`config.mk`:
```
export PLATFORM = sky130hd
export DESIGN_NAME = psm_sync_port
export DESIGN_NICKNAME = d
export VERILOG_FILES = /design/src/verilog/psm_pkg.sv /design/src/verilog/psm_fifo.sv /design/src/verilog/psm_sync_port.sv
export SDC_FILE = /design/constraint.sdc
export NUM_CORES = 1
export LEC_CHECK = 0
export BUFFER_PORTS_ARGS = -buffer_cell sky130_fd_sc_hd__buf_2
export CAP_MARGIN = 10
export CORE_ASPECT_RATIO = 0.8
export CORE_UTILIZATION = 35
export CTS_BUF_LIST = sky130_fd_sc_hd__clkbuf_8
export CTS_CLUSTER_DIAMETER = 100
export DETAILED_ROUTE_END_ITERATION = 6
export PLACE_DENSITY_LB_ADDON = 0.05
export SLEW_MARGIN = 30
export SYNTH_ARGS = -nofsm -noshare
export SYNTH_HDL_FRONTEND = slang
export SYNTH_HIERARCHICAL = 1
export SYNTH_SLANG_ARGS = --single-unit
```
`constraint.sdc`:
```
create_clock -name clk_sys -period 9.62 [get_ports clk_sys]
set_input_delay 1.924 -clock clk_sys [delete_from_list [all_inputs] [get_ports clk_sys]]
set_output_delay 1.924 -clock clk_sys [all_outputs]
set_load 0.05 [all_outputs]
```
`src/verilog/psm_pkg.sv`:
```
// Purpose: shared constants and types of the programmable synchronous memory port
// Assumes: four chip-select spaces, 16-bit data, 20-bit word address
// Notes: secondary control word layout is local to this port

package psm_pkg;
  localparam int NUM_SPACES = 4;
  localparam int SPACE_W = 2;
  localparam int DATA_W = 16;
  localparam int ADDR_W = 20;
  localparam int BE_W = 2;
  localparam int LAT_W = 2;
  // -------------------------------------------------------------------------
  // secondary control word per space
  // -------------------------------------------------------------------------
  localparam int CTRL_W = 7;
  localparam int CTRL_RL_LSB = 0;
  localparam int CTRL_WL_LSB = 2;
  localparam int CTRL_CSEXT_BIT = 4;
  localparam int CTRL_REN_BIT = 5;
  localparam int CTRL_CLKSEL_BIT = 6;
  localparam logic [CTRL_W-1:0] CTRL_RESET = 7'h00;
  // -------------------------------------------------------------------------
  // request queue and tick counting
  // -------------------------------------------------------------------------
  localparam int FIFO_DEPTH = 16;
  localparam int REQ_W = 1 + SPACE_W + ADDR_W + BE_W + DATA_W;
  localparam int TICK_W = 3;
  localparam logic [TICK_W-1:0] TICK_ONE = 3'h1;
  localparam logic [TICK_W-1:0] TICK_MAX = 3'h7;
  localparam logic [NUM_SPACES-1:0] CS_ONE = 4'h1;

  typedef enum logic [3:0] {
    S_IDLE  = 4'h1,
    S_WAIT  = 4'h2,
    S_LAT   = 4'h4,
    S_DESEL = 4'h8
  } psm_state_t;
endpackage

```
`src/verilog/psm_fifo.sv`:
```
// Purpose: request queue between the user side and the pin sequencer
// Assumes: DEPTH is a power of two
// Notes: inReady is registered so the user sees a flop

`timescale 1ns/1ps

module psm_fifo #(
  parameter int WIDTH = 8,
  parameter int DEPTH = 16
) (
  input wire logic clk_sys,
  input wire logic nrst,
  input wire logic inValid,
  output logic inReady,
  input wire logic [WIDTH-1:0] inData,
  output logic outValid,
  input wire logic outReady,
  output logic [WIDTH-1:0] outData
);
  localparam int PTR_W = $clog2(DEPTH);
  localparam int CNT_W = $clog2(DEPTH + 1);

  logic [WIDTH-1:0] mem [DEPTH];
  logic [PTR_W-1:0] wrPtr_q;
  logic [PTR_W-1:0] rdPtr_q;
  logic [CNT_W-1:0] count_q;
  logic [CNT_W-1:0] count_d;
  logic push;
  logic pop;

  assign push = inValid && inReady;
  assign pop = outValid && outReady;
  assign outValid = (count_q != '0);
  assign outData = mem[rdPtr_q];
  assign count_d = count_q + CNT_W'(push) - CNT_W'(pop);

  always_ff @(posedge clk_sys) begin
    if (push) begin
      mem[wrPtr_q] <= inData;
    end
  end

  always_ff @(posedge clk_sys or negedge nrst) begin
    if (!nrst) begin
      wrPtr_q <= '0;
      rdPtr_q <= '0;
      count_q <= '0;
      inReady <= 1'b1;
    end else begin
      if (push) begin
        wrPtr_q <= PTR_W'(wrPtr_q + 1'b1);
      end
      if (pop) begin
        rdPtr_q <= PTR_W'(rdPtr_q + 1'b1);
      end
      count_q <= count_d;
      inReady <= (count_d != CNT_W'(DEPTH));
    end
  end
endmodule

```
`src/verilog/psm_sync_port.sv`:
```
// Purpose: synchronous burst/ZBT SRAM and sync FIFO pin sequencer
// Assumes: both output clocks are free-running and slower than clk_sys / 2
// Notes: one word per access; pins change only after a selected clock edge
//
// What this block does
// - read latency per space is zero to three output-clock cycles
// - write latency per space is zero to three output-clock cycles
// - extension clear: chip select released after the command edge
// - extension set: chip select held while sync output enable is low
// - strobe mode clear: strobe is address strobe, deselect cycle follows
// - strobe mode set: strobe is FIFO read enable, no deselect cycle
// - each space picks primary or secondary output clock for timing
// - settings held in one secondary control register per space
// - strobe, output enable and write enable take synchronous roles here
// - read data captured on selected output clock rising edge
// - all memory-side pins update from selected output clock rising edge

`timescale 1ns/1ps

module psm_sync_port
  import psm_pkg::*;
(
  input wire logic clk_sys,
  input wire logic nrst,
  input wire logic ctrlWrite,
  input wire logic [SPACE_W-1:0] ctrlSpace,
  input wire logic [CTRL_W-1:0] ctrlData,
  input wire logic reqValid,
  output logic reqReady,
  input wire logic reqWrite,
  input wire logic [SPACE_W-1:0] reqSpace,
  input wire logic [ADDR_W-1:0] reqAddr,
  input wire logic [BE_W-1:0] reqBe,
  input wire logic [DATA_W-1:0] reqData,
  output logic rdValid,
  output logic [DATA_W-1:0] rdData,
  input wire logic primaryOutClock,
  input wire logic secondaryOutClock,
  output logic [NUM_SPACES-1:0] chipSelectN,
  output logic [BE_W-1:0] byteEnableN,
  output logic [ADDR_W-1:0] extAddress,
  output logic [DATA_W-1:0] extDataOut,
  output logic extDataOeN,
  input wire logic [DATA_W-1:0] extDataIn,
  output logic strobePinN,
  output logic syncOutputEnableN,
  output logic syncWriteEnableN,
  output logic syncActive
);
  // -------------------------------------------------------------------------
  // secondary control registers
  // -------------------------------------------------------------------------
  logic [CTRL_W-1:0] ctrl_q [NUM_SPACES];

  always_ff @(posedge clk_sys or negedge nrst) begin
    if (!nrst) begin
      ctrl_q <= '{default: CTRL_RESET};
    end else if (ctrlWrite) begin
      ctrl_q[ctrlSpace] <= ctrlData;
    end
  end

  // -------------------------------------------------------------------------
  // pin input synchronisers and clock edge detect
  // -------------------------------------------------------------------------
  logic pri1_q, pri2_q, pri3_q;
  logic sec1_q, sec2_q, sec3_q;
  logic [DATA_W-1:0] din1_q, din2_q;
  logic priRise, secRise, tick;

  always_ff @(posedge clk_sys or negedge nrst) begin
    if (!nrst) begin
      {pri1_q, pri2_q, pri3_q} <= '0;
      {sec1_q, sec2_q, sec3_q} <= '0;
      {din1_q, din2_q} <= '0;
    end else begin
      {pri1_q, pri2_q, pri3_q} <= {primaryOutClock, pri1_q, pri2_q};
      {sec1_q, sec2_q, sec3_q} <= {secondaryOutClock, sec1_q, sec2_q};
      // data and clocks share the same two-stage delay, so a tick samples
      // the bus as it stood at that output-clock edge
      din1_q <= extDataIn;
      din2_q <= din1_q;
    end
  end

  assign priRise = pri2_q && !pri3_q;
  assign secRise = sec2_q && !sec3_q;

  // -------------------------------------------------------------------------
  // request queue and current access
  // -------------------------------------------------------------------------
  psm_state_t state_q;
  logic [REQ_W-1:0] fifoOut;
  logic fifoValid, fifoPop, finish;
  logic curWr_q, curCsExt_q, curRen_q, curClkSel_q;
  logic [SPACE_W-1:0] curSpace_q;
  logic [ADDR_W-1:0] curAddr_q;
  logic [BE_W-1:0] curBe_q;
  logic [DATA_W-1:0] curData_q;
  logic [LAT_W-1:0] curRl_q, curWl_q;
  logic [TICK_W-1:0] cnt_q;
  logic [CTRL_W-1:0] selCtrl;

  psm_fifo #(.WIDTH(REQ_W), .DEPTH(FIFO_DEPTH)) u_fifo (
    .clk_sys(clk_sys),
    .nrst(nrst),
    .inValid(reqValid),
    .inReady(reqReady),
    .inData({reqWrite, reqSpace, reqAddr, reqBe, reqData}),
    .outValid(fifoValid),
    .outReady(fifoPop),
    .outData(fifoOut)
  );

  assign fifoPop = fifoValid && (state_q == S_IDLE);
  assign selCtrl = ctrl_q[fifoOut[REQ_W-2 -: SPACE_W]];
  assign tick = curClkSel_q ? secRise : priRise;
  // read ends on its capture edge, write on the edge after data was driven
  assign finish = (state_q == S_LAT) && tick &&
                  (curWr_q ? !extDataOeN : (cnt_q == TICK_W'(curRl_q)));

  always_ff @(posedge clk_sys or negedge nrst) begin
    if (!nrst) begin
      {curWr_q, curCsExt_q, curRen_q, curClkSel_q} <= '0;
      {curSpace_q, curAddr_q, curBe_q, curData_q} <= '0;
      {curRl_q, curWl_q} <= '0;
    end else if (fifoPop) begin
      {curWr_q, curSpace_q, curAddr_q, curBe_q, curData_q} <= fifoOut;
      // settings latched per access so a rewrite cannot upset one in flight
      curRl_q <= selCtrl[CTRL_RL_LSB +: LAT_W];
      curWl_q <= selCtrl[CTRL_WL_LSB +: LAT_W];
      curCsExt_q <= selCtrl[CTRL_CSEXT_BIT];
      curRen_q <= selCtrl[CTRL_REN_BIT];
      curClkSel_q <= selCtrl[CTRL_CLKSEL_BIT];
    end
  end

  // -------------------------------------------------------------------------
  // sequencer
  // -------------------------------------------------------------------------
  always_ff @(posedge clk_sys or negedge nrst) begin
    if (!nrst) begin
      state_q <= S_IDLE;
    end else begin
      case (state_q)
        S_IDLE: state_q <= fifoValid ? S_WAIT : S_IDLE;
        S_WAIT: state_q <= tick ? S_LAT : S_WAIT;
        S_LAT: state_q <= !finish ? S_LAT : (curRen_q ? S_IDLE : S_DESEL);
        S_DESEL: state_q <= tick ? S_IDLE : S_DESEL;
        default: state_q <= S_IDLE;
      endcase
    end
  end

  always_ff @(posedge clk_sys or negedge nrst) begin
    if (!nrst) begin
      cnt_q <= '0;
    end else if (tick && state_q == S_WAIT) begin
      cnt_q <= '0;
    end else if (tick && state_q == S_LAT) begin
      cnt_q <= cnt_q + TICK_ONE;
    end
  end

  // -------------------------------------------------------------------------
  // pins, all launched on a selected clock edge
  // -------------------------------------------------------------------------
  always_ff @(posedge clk_sys or negedge nrst) begin
    if (!nrst) begin
      chipSelectN <= '1;
      byteEnableN <= '1;
      extAddress <= '0;
      extDataOut <= '0;
      {extDataOeN, strobePinN, syncOutputEnableN, syncWriteEnableN} <= '1;
    end else if (tick && state_q == S_WAIT) begin
      chipSelectN <= ~(CS_ONE << curSpace_q);
      byteEnableN <= ~curBe_q;
      extAddress <= curAddr_q;
      extDataOut <= curData_q;
      strobePinN <= 1'b0;
      syncOutputEnableN <= curWr_q;
      syncWriteEnableN <= ~curWr_q;
      extDataOeN <= !(curWr_q && curWl_q == '0);
    end else if (tick && state_q == S_LAT) begin
      strobePinN <= 1'b1;
      syncWriteEnableN <= 1'b1;
      if (curWr_q || !curCsExt_q) begin
        chipSelectN <= '1;
      end
      if (finish) begin
        chipSelectN <= '1;
        byteEnableN <= '1;
        syncOutputEnableN <= 1'b1;
        extDataOeN <= 1'b1;
      end else if (curWr_q && (cnt_q + TICK_ONE) == TICK_W'(curWl_q)) begin
        extDataOeN <= 1'b0;
      end
    end
  end

  always_ff @(posedge clk_sys or negedge nrst) begin
    if (!nrst) begin
      rdValid <= 1'b0;
      rdData <= '0;
    end else begin
      rdValid <= finish && !curWr_q;
      if (finish && !curWr_q) begin
        rdData <= din2_q;
      end
    end
  end

  always_ff @(posedge clk_sys or negedge nrst) begin
    if (!nrst) begin
      syncActive <= 1'b0;
    end else if (tick && state_q == S_WAIT) begin
      syncActive <= 1'b1;
    end else if ((finish && curRen_q) || (tick && state_q == S_DESEL)) begin
      syncActive <= 1'b0;
    end
  end

  // -------------------------------------------------------------------------
  // checks
  // -------------------------------------------------------------------------
  logic [TICK_W-1:0] hTicks_q;

  always_ff @(posedge clk_sys or negedge nrst) begin
    if (!nrst) begin
      hTicks_q <= '0;
    end else if (tick && state_q == S_WAIT) begin
      hTicks_q <= '0;
    end else if (tick && hTicks_q != TICK_MAX) begin
      hTicks_q <= hTicks_q + TICK_ONE;
    end
  end
endmodule
```
==> results.json <==
{
  "status": "finished, final reports clean",
  "cts_resized": 0,
  "slowest_stage": "buf_4",
  "cpMostUsedCell": "mux4_2",
  "grt_pass1_wl_um": 113400,
  "p_total_mw": 11.35,
  "critPathMaxFanout": 39,
  "yosysSeqAreaShare_pct": 76.53,
  "slew_viol_final": 0,
  "core-area_um2": 91290,
  "criticalPathCategory": "reg2reg",
  "multiInputGateArea_um2": 7188,
  "critical_path_buf_inv_count": 2,
  "synth_area_leaders": "edfxtp_1, dfrtp_1, mux4_2",
  "io_pins": 137,
  "maxCapViolCount": 0,
  "min_path_type": "reg2reg",
  "die_w_um": 341.5,
  "syn_nets": 1576,
  "ctsHoldBuffers": 0,
  "fillers": 8088,
  "peakVddDrop_mv": 0.1893,
  "dp_hpwl_um": 41750,
  "fin_skew_ps": 29.15,
  "final_antenna_net_count": 0,
  "synth-seq-cells": 855,
  "cts_tree": "yes",
  "ys_types": 58,
  "antenna_found_initial": 5,
  "wl_per_cell_um": 24.98,
  "async_flop_share_pct": 23.27,
  "synth_ff_type": "edfxtp_1",
  "cts_made_buffers": 144,
  "synth-edff-count": 656,
  "groute.usage.overall_pct": 16.80,
  "cts.clk_slew.worst_paths_ps": 60,
  "path_cells": "buf_16, buf_4, mux4_2, a22oi_1, nand2_1, mux4_2, mux2_2",
  "grt_max_degree": 153,
  "syn_area_per_cell_um2": 21.64,
  "yosysTopAreaCellShare_pct": 61.05,
  "initial_core_util_pct": 35.34,
  "finalHoldViolations": 0,
  "vias_per_cell": 5.025,
  "finalSetupTns_ps": 0,
  "cts_max_level": 4,
  "ys_warn_count": 6,
  "seq_area_um2": 24700,
  "cts_root_buffer": "clkbuf_8",
  "fin_nets": 1817,
  "cts_sinks": 855,
  "start_kind": "flop",
  "grt_pass1_vias": 16583,
  "setup_violations": 0,
  "tightest_slew_ps": 905.5,
  "fmax_ghz": 0.2564,
  "cts_setup_buffers": 0,
  "ys_top_cells_by_count": "edfxtp_1, dfrtp_1, mux4_2, mux2_2, a22oi_1",
  "rsz0062_at_grt": "no",
  "p_leak_nw": 13.19,
  "drive_gt1_share_pct": 38.30,
  "crit_arrival_ps": 4570,
  "clk_path_buf_depth": 3,
  "fin_crit_ps": 3900,
  "synth_top_cell_by_area": "edfxtp_1",
  "netlist_area_um2": 32260,
  "gp_congestion": 0.7066,
  "die_area_um2": 93410,
  "fp.dieH_um": 273.6,
  "worstPathRequired_ps": 10290,
  "area_delta_synth_final_pct": 15.33,
  "wirelength_um": 76400,
  "cpPeakStageDelay_ps": 730,
  "clk_latency_ps": 790,
  "power_density_nw_per_um2": 304.9,
  "finalCritPeriodShare_pct": 40.54,
  "slew_headroom_pct": 39.63,
  "numPortBuffers": 136,
  "gr-total-overflow": 0,
  "first_pass_iters": 4,
  "drcViolationCount": 0,
  "syn_inst": 1491,
  "critical_path.top_delay_family": "multiplexers",
  "critPathCaptureType": "flop",
  "via_count": 15371,
  "first_iter_violations": 863,
  "row_count": 99,
  "synthMostInstantiatedCell": "edfxtp_1"
}
==> final cells by class <==
type                    instances  share of cell area, %
diodes                          1               0.006725
inverters                      13                 0.1311
flip-flops and latches        855                  66.38
well taps                    1212                  4.075
clock buffers                 160                  5.918
repair buffers                167                  2.690
multi-input cells             551                  19.32
clock inverters               100                  1.483
==> state kept, by name, summed over array words and instances, names as in the netlist, 2 cells and up <==
register	cells
din2_q	16
extAddress	20
ctrl_q	28
u_fifo/mem	656
byteEnableN	2
state_q	4
chipSelectN	4
curRl_q	2
curData_q	16
curWl_q	2
din1_q	16
curSpace_q	2
curAddr_q	20
rdData	16
u_fifo/rdPtr_q	4
curBe_q	2
u_fifo/wrPtr_q	4
u_fifo/count_q	5
cnt_q	3
extDataOut	16
==> cells by family after synthesis <==
kind of cell    Yosys count  synth area share (%)
simple gates            108                 1.869
buf+inv                  85                 1.396
xor+xnor                 14                0.3800
mux                     301                 16.59
flops                   855                 76.53
fa+ha+maj                13                0.5274
compound gates          115                 2.703
==> path summary, 6_finish.rpt <==
path / start / endpoint / slack [ps] / depth (start not counted)
max: u_fifo/rdPtr_q[0] / curCsExt_q / 5720 / 7
min: din1_q[3] / din2_q[3] / 350 / 0
max reg2reg: u_fifo/rdPtr_q[0] / curCsExt_q / 5720 / 7
min reg2reg: din1_q[3] / din2_q[3] / 350 / 0
max in group asynchronous: nrst / u_fifo/rdPtr_q[1] / 7220 / 3
min in group asynchronous: nrst / curAddr_q[9] / 1070 / 1
==> worst reg2reg max path: stages (launching register included) <==
cell and delay [ps]:
dfrtp_4 650, buf_16 290, buf_4 770, mux4_2 620, a22oi_1 190, nand2_1 380, mux4_2 590, mux2_2 270
==> per-stage QoR <==
step / utilization (%) / worst slack [ps] / hold WS (ps) / instance area, um^2 / instances
after floorplan: - / 5834 / 331.2 / 32260 / 1491
after global placement: 37.66 / 5351 / 331.4 / 34380 / 2795
after detailed placement: 37.68 / 5370 / 335.5 / 34400 / 2796
after CTS: 40.70 / 5347 / 347.6 / 37150 / 3056
after global routing: 40.76 / 5285 / 357.2 / 37210 / 3059
final: 40.76 / 5720 / 347.2 / 37210 / 3059
==> cell usage in the layout (no fill, tap or decap), types with 3 or more instances in the layout <==
master | Yosys | final
a21oi_1 | 6 | 6
a22oi_1 | 83 | 83
and2_2 | 0 | 13
and3_2 | 0 | 4
buf_12 | 1 | 3
buf_2 | 14 | 135
buf_4 | 8 | 26
clkbuf_8 | 0 | 160
clkinv_1 | 0 | 21
clkinv_2 | 0 | 19
dfrtp_1 | 187 | 185
dfstp_2 | 12 | 12
edfxtp_1 | 656 | 656
ha_1 | 12 | 12
inv_1 | 13 | 55
inv_6 | 0 | 8
inv_8 | 0 | 3
mux2_1 | 5 | 5
mux2_2 | 115 | 115
mux2_4 | 10 | 10
mux4_2 | 171 | 171
nand2_1 | 51 | 51
nand3_1 | 4 | 3
nand3b_1 | 3 | 3
nor2_1 | 9 | 8
nor3_1 | 3 | 3
o21ai_0 | 3 | 3
xnor2_1 | 7 | 7
xor2_1 | 7 | 7
==> routing by layer <==
layer,track usage (%),vias up,wire (um)
met5,0,-,0
met4,5.346,0,1442
met3,3.396,127,2954
met2,25.86,316,35740
met1,23.93,8314,36260
li1,-,6614,-
==> power by group <==
group / internal, mW / switching [mW]
Clock: 1.60 / 1.49
Sequential: 4.57 / 0.314
Combinational: 1.42 / 1.95
Power figures use the tool's default switching activity.
